[src/rtl/usr_pkg.sv]
// package: register map and field layout of the stall/resume/clear block
`default_nettype none
package usr_pkg;
  // offsets are word indices; byte address is four times the index
  localparam logic [15:0] OFF_CTRL     = 16'hFF64;
  localparam logic [15:0] OFF_CLR      = 16'hFF65;
  localparam logic [15:0] OFF_DSTATE   = 16'hFF68;
  localparam logic [15:0] OFF_IRQ_STAT = 16'hFF70;
  localparam logic [15:0] OFF_IRQ_EN   = 16'hFF74;
  localparam logic [15:0] OFF_IRQ_CLR  = 16'hFF78;
  localparam int          BIT_RESUME   = 0;
  localparam int          BIT_STALL    = 3;
  localparam int          BIT_RWAKE    = 0;
  localparam logic [7:0]  RST_CTRL     = 8'h00;
  localparam logic [7:0]  RST_CLR      = 8'h00;
  localparam logic [7:0]  RST_DSTATE   = 8'h00;
  localparam logic [1:0]  RESP_OKAY    = 2'h0;
  localparam logic [1:0]  RESP_SLVERR  = 2'h2;
  typedef enum logic [1:0] {
    CF_DEVICE, CF_EP0, CF_EP1, CF_EP2
  } usr_cf_target_t;
endpackage : usr_pkg
`default_nettype wire

[src/rtl/usr_stall_resume.sv]
// stall / resume control and clear-feature flags with an axi4-lite slave
//
// Our own choice: the AXI4-Lite register port.
`default_nettype none
module usr_stall_resume (
  input  wire logic        aclk,
  input  wire logic        aresetn,
  input  wire logic [17:0] s_axi_awaddr,
  input  wire logic        s_axi_awvalid,
  output logic             s_axi_awready,
  input  wire logic [31:0] s_axi_wdata,
  input  wire logic [3:0]  s_axi_wstrb,
  input  wire logic        s_axi_wvalid,
  output logic             s_axi_wready,
  output logic [1:0]       s_axi_bresp,
  output logic             s_axi_bvalid,
  input  wire logic        s_axi_bready,
  input  wire logic [17:0] s_axi_araddr,
  input  wire logic        s_axi_arvalid,
  output logic             s_axi_arready,
  output logic [31:0]      s_axi_rdata,
  output logic [1:0]       s_axi_rresp,
  output logic             s_axi_rvalid,
  input  wire logic        s_axi_rready,
  input  wire logic        status_stage_done,
  input  wire logic [1:0]  cf_target,
  input  wire logic        cf_request,
  input  wire logic        setup_token,
  input  wire logic        bad_request,
  input  wire logic        ep0_overrun,
  output logic             resume_drive,
  output logic             ep0_stall,
  output logic             irq
);

  typedef struct packed {
    logic        aw_got;
    logic [15:0] aw_addr;
    logic        w_got;
    logic [31:0] w_data;
    logic [3:0]  w_strb;
    logic        bvalid;
    logic [1:0]  bresp;
    logic        rvalid;
    logic [31:0] rdata;
    logic [1:0]  rresp;
    logic [7:0]  ctrl;
    logic [7:0]  dstate;
    logic [7:0]  flags;
    logic        pend;
    logic [1:0]  pend_tgt;
    logic [3:0]  irq_stat;
    logic [3:0]  irq_en;
  } usr_state_t;

  usr_state_t s_q;
  usr_state_t s_d;

  logic        do_wr;
  logic        do_rd;
  logic [7:0]  set_flags;
  logic [3:0]  ev;
  logic [15:0] rd_idx;

  // registers are word indexed; byte lanes below a word are ignored
  assign rd_idx = s_axi_araddr[17:2];

  //////////////////////////////////////////////////////////////////////////
  assign s_axi_awready = !s_q.aw_got && !s_q.bvalid;
  assign s_axi_wready  = !s_q.w_got && !s_q.bvalid;
  assign s_axi_arready = !s_q.rvalid;
  assign s_axi_bvalid  = s_q.bvalid;
  assign s_axi_bresp   = s_q.bresp;
  assign s_axi_rvalid  = s_q.rvalid;
  assign s_axi_rdata   = s_q.rdata;
  assign s_axi_rresp   = s_q.rresp;
  assign resume_drive  = s_q.ctrl[usr_pkg::BIT_RESUME];
  assign ep0_stall     = s_q.ctrl[usr_pkg::BIT_STALL];
  assign irq           = |(s_q.irq_stat & s_q.irq_en);

  assign do_wr = s_q.aw_got && s_q.w_got && !s_q.bvalid;
  assign do_rd = s_axi_arvalid && s_axi_arready;

  always_comb begin
    set_flags = 8'h00;
    if (s_q.pend && status_stage_done) begin
      unique case (usr_pkg::usr_cf_target_t'(s_q.pend_tgt))
        usr_pkg::CF_DEVICE: set_flags = 8'h01;
        usr_pkg::CF_EP0:    set_flags = 8'h02;
        usr_pkg::CF_EP1:    set_flags = 8'h04;
        usr_pkg::CF_EP2:    set_flags = 8'h08;
      endcase
    end
  end

  assign ev = {ep0_overrun, bad_request, setup_token, |set_flags};

  //////////////////////////////////////////////////////////////////////////
  always_comb begin
    s_d = s_q;
    if (s_axi_awvalid && s_axi_awready) begin
      s_d.aw_got  = 1'b1;
      s_d.aw_addr = s_axi_awaddr[17:2];
    end
    if (s_axi_wvalid && s_axi_wready) begin
      s_d.w_got  = 1'b1;
      s_d.w_data = s_axi_wdata;
      s_d.w_strb = s_axi_wstrb;
    end
    if (s_q.bvalid && s_axi_bready) begin
      s_d.bvalid = 1'b0;
    end
    if (s_q.rvalid && s_axi_rready) begin
      s_d.rvalid = 1'b0;
    end
    if (cf_request) begin
      s_d.pend     = 1'b1;
      s_d.pend_tgt = cf_target;
    end else if (s_q.pend && status_stage_done) begin
      s_d.pend = 1'b0;
    end
    // setup clears stall; a fault in the same cycle wins
    if (setup_token) begin
      s_d.ctrl[usr_pkg::BIT_STALL] = 1'b0;
    end
    if (do_wr) begin
      s_d.aw_got = 1'b0;
      s_d.w_got  = 1'b0;
      s_d.bvalid = 1'b1;
      s_d.bresp  = usr_pkg::RESP_OKAY;
      unique case (s_q.aw_addr)
        usr_pkg::OFF_CTRL: begin
          if (s_q.w_strb[0]) begin
            s_d.ctrl[usr_pkg::BIT_STALL] = s_q.w_data[usr_pkg::BIT_STALL];
            if (s_q.dstate[usr_pkg::BIT_RWAKE]) begin
              s_d.ctrl[usr_pkg::BIT_RESUME] =
                s_q.w_data[usr_pkg::BIT_RESUME];
            end
          end
        end
        usr_pkg::OFF_DSTATE: begin
          if (s_q.w_strb[0]) begin
            s_d.dstate = {7'h00, s_q.w_data[usr_pkg::BIT_RWAKE]};
          end
        end
        usr_pkg::OFF_IRQ_EN: begin
          if (s_q.w_strb[0]) begin
            s_d.irq_en = s_q.w_data[3:0];
          end
        end
        usr_pkg::OFF_IRQ_CLR: begin
          if (s_q.w_strb[0]) begin
            s_d.irq_stat = s_q.irq_stat & ~s_q.w_data[3:0];
          end
        end
        default: s_d.bresp = usr_pkg::RESP_SLVERR; // read-only or unmapped
      endcase
    end
    if (bad_request || ep0_overrun) begin
      s_d.ctrl[usr_pkg::BIT_STALL] = 1'b1;
    end
    if (do_rd) begin
      s_d.rvalid = 1'b1;
      s_d.rresp  = usr_pkg::RESP_OKAY;
      s_d.rdata  = 32'h0000_0000;
      unique case (rd_idx)
        usr_pkg::OFF_CTRL:     s_d.rdata = {24'h000000, s_q.ctrl};
        usr_pkg::OFF_DSTATE:   s_d.rdata = {24'h000000, s_q.dstate};
        usr_pkg::OFF_IRQ_STAT: s_d.rdata = {28'h0000000, s_q.irq_stat};
        usr_pkg::OFF_IRQ_EN:   s_d.rdata = {28'h0000000, s_q.irq_en};
        usr_pkg::OFF_CLR: begin
          s_d.rdata = {24'h000000, s_q.flags};
          s_d.flags = 8'h00;
        end
        default: s_d.rresp = usr_pkg::RESP_SLVERR;
      endcase
    end
    // a flag set in the read cycle survives the clear
    s_d.flags    = s_d.flags | set_flags;
    s_d.irq_stat = s_d.irq_stat | ev;
  end

  always_ff @(posedge aclk) begin
    if (!aresetn) begin
      s_q        <= '0;
      s_q.ctrl   <= usr_pkg::RST_CTRL;
      s_q.dstate <= usr_pkg::RST_DSTATE;
      s_q.flags  <= usr_pkg::RST_CLR;
    end else begin
      s_q <= s_d;
    end
  end

  //////////////////////////////////////////////////////////////////////////
  resume_gate_a: assert property (@(posedge aclk) disable iff (!aresetn)
    (do_wr && s_q.aw_addr == usr_pkg::OFF_CTRL && !s_q.dstate[0])
      |=> $stable(resume_drive))
    else $error("resume bit changed without remote wake");
  resume_hold_a: assert property (@(posedge aclk) disable iff (!aresetn)
    (resume_drive && !do_wr) |=> resume_drive)
    else $error("resume dropped on its own");
  flag_status_a: assert property (@(posedge aclk) disable iff (!aresetn)
    $rose(s_q.flags[0]) |-> $past(status_stage_done))
    else $error("flag set without status stage");
  read_clear_a: assert property (@(posedge aclk) disable iff (!aresetn)
    (do_rd && rd_idx == usr_pkg::OFF_CLR && !status_stage_done)
      |=> s_q.flags == 8'h00)
    else $error("flags not cleared by read");
  flag_upper_a: assert property (@(posedge aclk) disable iff (!aresetn)
    s_q.flags[7:4] == 4'h0)
    else $error("flag upper bits set");
  stall_setup_a: assert property (@(posedge aclk) disable iff (!aresetn)
    (setup_token && !bad_request && !ep0_overrun && !do_wr) |=> !ep0_stall)
    else $error("stall not cleared by setup");
  stall_fault_a: assert property (@(posedge aclk) disable iff (!aresetn)
    (bad_request || ep0_overrun) |=> ep0_stall)
    else $error("stall not set on fault");
  irq_level_a: assert property (@(posedge aclk) disable iff (!aresetn)
    irq == |(s_q.irq_stat & s_q.irq_en))
    else $error("irq level wrong");
  resp_time_a: assert property (@(posedge aclk) disable iff (!aresetn)
    do_rd |=> s_axi_rvalid)
    else $error("read answer late");
  wr_resp_a: assert property (@(posedge aclk) disable iff (!aresetn)
    do_wr |=> s_axi_bvalid)
    else $error("write answer late");
  bvalid_hold_a: assert property (@(posedge aclk) disable iff (!aresetn)
    (s_axi_bvalid && !s_axi_bready) |=> s_axi_bvalid)
    else $error("write response dropped early");
  rvalid_hold_a: assert property (@(posedge aclk) disable iff (!aresetn)
    (s_axi_rvalid && !s_axi_rready) |=> (s_axi_rvalid && $stable(s_axi_rdata)))
    else $error("read response dropped early");
  aw_block_a: assert property (@(posedge aclk) disable iff (!aresetn)
    s_axi_bvalid |-> (!s_axi_awready && !s_axi_wready))
    else $error("write taken while response pending");
  flag_sticky_a: assert property (@(posedge aclk) disable iff (!aresetn)
    !do_rd |=> ((s_q.flags & $past(s_q.flags)) == $past(s_q.flags)))
    else $error("flag lost without read");
  flag_data_a: assert property (@(posedge aclk) disable iff (!aresetn)
    (do_rd && rd_idx == usr_pkg::OFF_CLR)
      |=> s_axi_rdata[7:0] == $past(s_q.flags))
    else $error("flag read data wrong");

  flag_read_c: cover property (@(posedge aclk) disable iff (!aresetn)
    do_rd && rd_idx == usr_pkg::OFF_CLR && s_q.flags != 8'h00);
  stall_fault_c: cover property (@(posedge aclk) disable iff (!aresetn)
    $rose(ep0_stall) && !$past(do_wr));
  irq_on_c: cover property (@(posedge aclk) disable iff (!aresetn)
    $rose(irq));
  resume_on_c: cover property (@(posedge aclk) disable iff (!aresetn)
    $rose(resume_drive));
  stall_clr_c: cover property (@(posedge aclk) disable iff (!aresetn)
    ep0_stall && setup_token);

endmodule : usr_stall_resume
`default_nettype wire

[config.mk]
export PLATFORM = sky130hd
export DESIGN_NAME = usr_stall_resume
export DESIGN_NICKNAME = d
export VERILOG_FILES = /design/src/rtl/usr_pkg.sv /design/src/rtl/usr_stall_resume.sv
export SDC_FILE = /design/constraint.sdc
export NUM_CORES = 1
export LEC_CHECK = 0
export ABC_AREA = 1
export ABC_CLOCK_PERIOD_IN_PS = 1100
export BUFFER_PORTS_ARGS = -buffer_cell sky130_fd_sc_hd__buf_2
export CAP_MARGIN = 20
export CORE_MARGIN = 2
export CORE_UTILIZATION = 41
export DETAILED_ROUTE_END_ITERATION = 8
export HOLD_SLACK_MARGIN = 0.06
export PLACE_DENSITY = 0.82
export SYNTH_ARGS = -nofsm -noshare
export SYNTH_HDL_FRONTEND = slang
export SYNTH_SLANG_ARGS = --single-unit
export TNS_END_PERCENT = 100
[constraint.sdc]
create_clock -name aclk -period 1.1 [get_ports aclk]
set_input_delay 0.055 -clock aclk [delete_from_list [all_inputs] [get_ports aclk]]
set_output_delay 0.055 -clock aclk [all_outputs]
set_load 0.005 [all_outputs]
==> results.tsv, run 1 <==
metric	value	unit
DRC Markers	0	
PortBufs	64	
Post-synth EDFFs	0	
first-pass GRT wire length	9.45	mm
failing checks	negative setup slack	
status	finished, violations left	
worst hold start	cf_target[0]	
Slew Viols, Final	0	
net count reported at finish	548	
area leader, netlist	dfxtp_1	
Lkg Pwr	1.64	nW
Worst path slowest cell	dfxtp_2	
synth warn	0	
RR Startpoint	s_q[120]$_SDFFE_PN0P_	
Async S/R FF share, synth	0	%
drt wl/cell	11.7	um
critical path class	reg -> reg	
sw frac	27.4	%
clk root buf	clkbuf_8	
Syn Area/Cell	7.06	um^2
CP cell instances	nand2_2, nor2_4, nand4_4, nor2_4, buf_4, nor2_1, o21ai_1, nand2_1	
standard-cell rows	28	
most used flip-flop cell after synthesis	dfxtp_1	
Logic pwr share	18.8	%
RSZ-0062 raised after global routing	true	
Pwr per Cell Area	1140	mW/mm^2
DR vias	2515	
Sink Count	49	
Clock Power Share	32.2	%
DP HPWL	4.21	mm
CP most frequent cell	nor2_4	
Initial DRT Pass Iterations	7	
initial antenna violation count	0	
Final GP Congestion	0.826	
FMAX	714	MHz
CTS Buf Count	5	
Max stage delay on crit path	350	ps
startpoint types	flop	
HP Class	in -> reg	
vias in the first global route	2371	
Die ar.	0.00675	mm^2
GRT Util Overall	17.7	%
min Tclk post-route	1400	ps
Final Hold Vio Count	0	
Max Clock Skew	8.63	ps
dpl ws	-188	ps
Die Wd	82.2	um
CP Max Fanout	3	
Reg power frac	49.0	%
Core Area	0.00592	mm^2
Psw	1.11	mW
period utilization	127	%
CTS tree	built	
setup tns final	-2710	ps
total grt overflow	0	
Area contributors post-synth	dfxtp_1 (39%), buf_4 (11%), nor2_1 (9.0%)	
Max Cap Viol	0	
Tot Pwr	4.05	mW
CP endpoint kind	flop	
Iter 0 DRT Violations	110	
critical path startpoint	s_q[120]$_SDFFE_PN0P_	
Synth top area share	39.2	%
largest net degree at the start of global routing	20	
Clock Pin Slew Worst Setup and Hold Paths	100	ps
flops & latches, synth	49	
Syn-to-layout area delta	41.5	%
Clock Tree Buf Depth	2	
routed wire length	6.29	mm
Post-Syn Instances	355	
layout cells sized above 1	34.1	%
DRT antenna net count	0	
sequential area share after synthesis	39.2	%
P_int	2.94	mW
Vias/cell	4.67	
Yosys cell types	27	
H-tree levels	2	
I/O pins	130	
Worst-Skew Late Latency	300	ps
CP Data Arrival Time	1590	ps
WP data required	1290	ps
setup slack after layout	-301	ps
chip height	82.2	um
Worst VDD drop	0.664	mV
Starting Density	42.3	%
Mapped Area	0.00250	mm^2
antenna cells	0	
endpoints failing setup	26	
-- power by group through the flow --
stage,Sequential [mW],Clock (mW),Combinational (mW)
finish,1.98,1.30,0.762
global route,2.00,1.40,0.860
CTS,1.97,1.33,0.638
detailed placement,2.01,0,0.555
global placement,2.00,0,0.538
floorplan,1.99,0,0.404
-- cells by family (layout without fill, tap and decap cells) --
kind of cell           Yosys count  in the layout  share of synthesized area [%]
AND/OR/NAND/NOR                156            156                           28.3
buffers and inverters           83            162                           18.5
AO/OA/AOI/OAI                   66             66                           13.9
flip-flops                      49             49                           39.2
other                            1             30                          0.150
-- layout by cell type, fill, tap and decap left out, types with 5 or more instances in the layout --
| cell type | n |
|---|---|
| conb_1 | 30 |
| nor2_1 | 55 |
| nor2_4 | 6 |
| dfxtp_1 | 43 |
| buf_4 | 16 |
| buf_6 | 6 |
| nor2_2 | 5 |
| dlygate4sd3_1 | 28 |
| buf_2 | 63 |
| a21oi_2 | 5 |
| clkbuf_8 | 5 |
| nand3_1 | 19 |
| inv_1 | 34 |
| o21ai_2 | 23 |
| o21ai_0 | 5 |
| nand2_1 | 47 |
| a21oi_1 | 22 |
| o21a_1 | 5 |
| dfxtp_2 | 5 |
| nand4_1 | 8 |
-- worst paths after layout --
check,endpoint,slack [ps],cells past startpoint
setup / recovery,s_axi_bresp[1]$_SDFFE_PN0P_,-300,8
setup reg to reg,s_axi_bresp[1]$_SDFFE_PN0P_,-300,8
hold reg to reg,s_axi_rdata[3]$_SDFFE_PN0P_,460,2
hold / removal,s_q[8]$_SDFFE_PN0P_,60,3
-- final cells by class --
cell class              instances  area [um^2]
clock inverters                 3         46.3
well taps                      75         93.8
clock buffers                   5         68.8
inverters                      39          151
fillers                       537         2380
multi-input cells             252         1370
repair buffers                115          823
flip-flops and latches         49          991
-- through the flow --
step | instance area, um^2 | hold WS, ps | std cells | utilization (%)
finish | 3540 | 58.3 | 538 | 59.9
global route | 3540 | 79.7 | 538 | 59.9
CTS | 3290 | 66.3 | 532 | 55.6
detailed placement | 2880 | 306 | 496 | 48.6
global placement | 2880 | 301 | 496 | 48.6
floorplan | 2630 | 189 | 384 | -
-- registers in the layout (all words and copies together) (netlist names) --
| register | cells |
|---|---|
| s_axi_rdata | 4 |
| s_axi_bvalid | 1 |
| s_axi_rresp | 1 |
| resume_drive | 1 |
| s_q | 39 |
| s_axi_rvalid | 1 |
| ep0_stall | 1 |
| s_axi_bresp | 1 |
-- Yosys cell counts (2+ instances only) --
library cell  number
o21ai_0           32
nor2_1            60
buf_4             36
nand2_1           52
a21oi_1           27
nand3_1           22
nor2_2             4
nand4_1            8
nor3_1             2
o21a_1             5
nor2_4             2
buf_6              2
clkbuf_1           4
dfxtp_1           49
inv_1             38
-- worst max-delay path, delay by kind of cell, from the launching register on --
family                 cells  cell delay (ps)
AND/OR/NAND/NOR            6              620
AO/OA/AOI/OAI              1              170
buffers and inverters      1              150
flip-flops                 1              350
-- routing by layer --
metal	GRT usage (%)	wire length, um	up-vias
met4	2.67	59	0
met2	36.0	3430	88
met3	3.48	344	6
met1	18.8	2450	1135
met5	0	0	-
li1	-	-	1286
-- repair_timing --
| item | CTS | global route |
|---|---|---|
| endpoints found under the hold margin | 28 | 0 |
| resized for setup | 6 | 79 |
| hold buffers | 28 | 0 |
| setup endpoints to repair | 19 | 43 |
| pin swaps | 0 | 15 |
| setup buffers | 0 | 6 |
No activity file was read; power rests on OpenSTA's default activity.
==> inputs of run 2 (changes only) <==
- ABC_AREA: 1 -> not set
==> results.tsv, run 2 <==
metric	value	unit
DRT antenna net count	0	
DR vias	2711	
Max Cap Viol	0	
Yosys cell types	44	
routed wire length	7.60	mm
CP Max Fanout	4	
setup slack after layout	-486	ps
Post-synth EDFFs	0	
initial antenna violation count	0	
GRT Util Overall	22.5	%
Worst-Skew Late Latency	310	ps
area leader, netlist	dfxtp_1	
H-tree levels	2	
Core Area	0.00592	mm^2
flops & latches, synth	49	
net count reported at finish	534	
Die ar.	0.00675	mm^2
Vias/cell	5.17	
standard-cell rows	28	
sequential area share after synthesis	39.2	%
Psw	1.12	mW
Final Cell Area	0.00392	mm^2
CP endpoint kind	flop	
FMAX	630	MHz
Async S/R FF share, synth	0	%
critical path startpoint	s_q[116]$_SDFFE_PN0P_	
Clock Tree Buf Depth	2	
Max Clock Skew	6.44	ps
hold slack	59.3	ps
dpl ws	-507	ps
top-count cell post-synth	dfxtp_1	
Logic pwr share	22.7	%
I/O pins	130	
DRC Markers	0	
min Tclk post-route	1590	ps
Post-Syn Instances	310	
CTS Buf Count	5	
commonest non-fill, non-tap cell in the layout	buf_2	
HP Class	in -> reg	
Reg with most FFs	s_q	
R2R Setup Slk	-490	ps
RR Startpoint	s_q[116]$_SDFFE_PN0P_	
Worst VDD drop	1.00	mV
Syn-to-layout area delta	56.4	%
Lkg Pwr	1.71	nW
DP HPWL	4.96	mm
Final GP Congestion	0.841	
chip height	82.2	um
layout cells sized above 1	46.3	%
combined area of the multi-input logic cells	0.00154	mm^2
failing checks	negative setup slack	
Syn Area/Cell	8.08	um^2
Clock Power Share	27.5	%
Clock Pin Slew Worst Setup and Hold Paths	90	ps
drt wl/cell	14.5	um
endpoints failing setup	38	
critical path class	reg -> reg	
synth warn	0	
most frequent cells in the layout	buf_2 (62), buf_4 (49), dfxtp_1 (34), conb_1 (30)	
sw frac	28.5	%
Final Hold Vio Count	0	
Mapped Area	0.00250	mm^2
PortBufs	64	
Post-synth top cells	dfxtp_1 (49), nand2_1 (43), a21oi_1 (37), buf_4 (36), nor2_1 (17)	
first-pass GRT wire length	11.7	mm
Starting Density	42.3	%
Iter 0 DRT Violations	113	
Reg area	0.00100	mm^2
Initial DRT Pass Iterations	4	
Slew Viols, Final	0	
startpoint types	flop	
total grt overflow	0	
CP Data Arrival Time	1840	ps
reg2reg path depth	5	
vias in the first global route	2717	
RR Endpoint	ep0_stall$_SDFF_PN0_	
Sink Count	49	
Pwr per Cell Area	998	mW/mm^2
P_int	2.80	mW
dpl cell area	0.00322	mm^2
most used flip-flop cell after synthesis	dfxtp_1	
worst setup path end	ep0_stall$_SDFF_PN0_	
fill cell count	466	
Die Wd	82.2	um
antenna cells	0	
Largest register FFs	39	
Area contributors post-synth	dfxtp_1 (39%), buf_4 (11%), a21oi_1 (7.4%)	
clk root buf	clkbuf_8	
largest net degree at the start of global routing	32	
CTS tree	built	
Synth top area share	39.2	%
Reg power frac	49.8	%
status	finished, violations left	
WP data required	1350	ps
period utilization	144	%
RSZ-0062 raised after global routing	true	
setup tns final	-7500	ps
run 2: cell types whose count changed in the layout (fill, tap and decap cells not counted), moves of 8 or more:
cell,change
nand2_2,+15
dfxtp_1,-9
o21ai_2,-19
nand2_1,-24
dfxtp_2,+8
mux2i_1,+8
nor2_1,-40
nand3_1,-15
buf_4,+33
inv_1,-26
run 2: power by group through the flow:
stage	Combinational, mW	Clock, mW	Sequential [mW]
after floorplan	0.403	0	1.97
after global placement	0.631	0	1.97
after detailed placement	0.653	0	1.97
after CTS	0.832	1.09	1.94
after global routing	0.973	1.18	1.96
final	0.889	1.08	1.95
run 2: metrics by stage:
stage               util (%)  power (mW)  std cells
global placement        54.4        2.60        482
floorplan                  -        2.38        339
detailed placement      54.4        2.62        482
CTS                     63.9        3.86        522
finish                  66.2        3.91        524
global route            66.2        4.11        524
run 2: how the worst min path moves through the flow:
stage                                 start                    to  slack, ps  cells after the start
final                     status_stage_done    s_q[13]$_SDFF_PN0_         60                      3
after global routing      status_stage_done    s_q[13]$_SDFF_PN0_         70                      3
after CTS                 status_stage_done    s_q[13]$_SDFF_PN0_         60                      3
after detailed placement     s_axi_wdata[1]  s_q[78]$_SDFFE_PN0P_        300                      3
after global placement         cf_target[1]   s_q[9]$_SDFFE_PN0P_        290                      3
after floorplan                  cf_request  s_q[10]$_SDFFE_PN0P_        170                      2
run 2: cell families after synthesis:
family	synth area share (%)
XOR/XNOR	0.350
flip-flops	39.2
AND/OR/NAND/NOR	25.3
other	0.150
buffers and inverters	14.6
AO/OA/AOI/OAI	17.3
multiplexers	3.20
run 2: critical path, stage by stage, from the launching register on:
cell and delay, ps:
dfxtp_1 390, nand3b_1 140, or3_4 350, buf_4 170, o311a_4 370, a21oi_2 110
run 2: repair_timing:
action	in CTS	in global routing
buffers inserted	4	2
hold endpoints to repair	27	0
hold buffers	27	0
gates resized for setup	43	36
gates cloned	3	0
pin swaps	11	21
endpoints found under the setup margin	37	42
run 2: cell type report:
type                    count  share of cell area, %
flip-flops and latches     49                   25.6
clock inverters             3                  0.575
repair buffers            152                   29.3
inverters                  10                  0.958
multi-input cells         230                   39.4
clock buffers               5                   1.76
well taps                  75                   2.40
run 2: layer usage:
layer  wire length (um)  up-vias  global-route usage (%)  share of wire, %
met2               4340       92                    43.9                57
met3                379       22                    4.89               5.0
met4                192        0                    8.67               2.5
met5                  0        -                       0                 0
li1                   -     1312                       -                 -
met1               2680     1285                    23.0                35
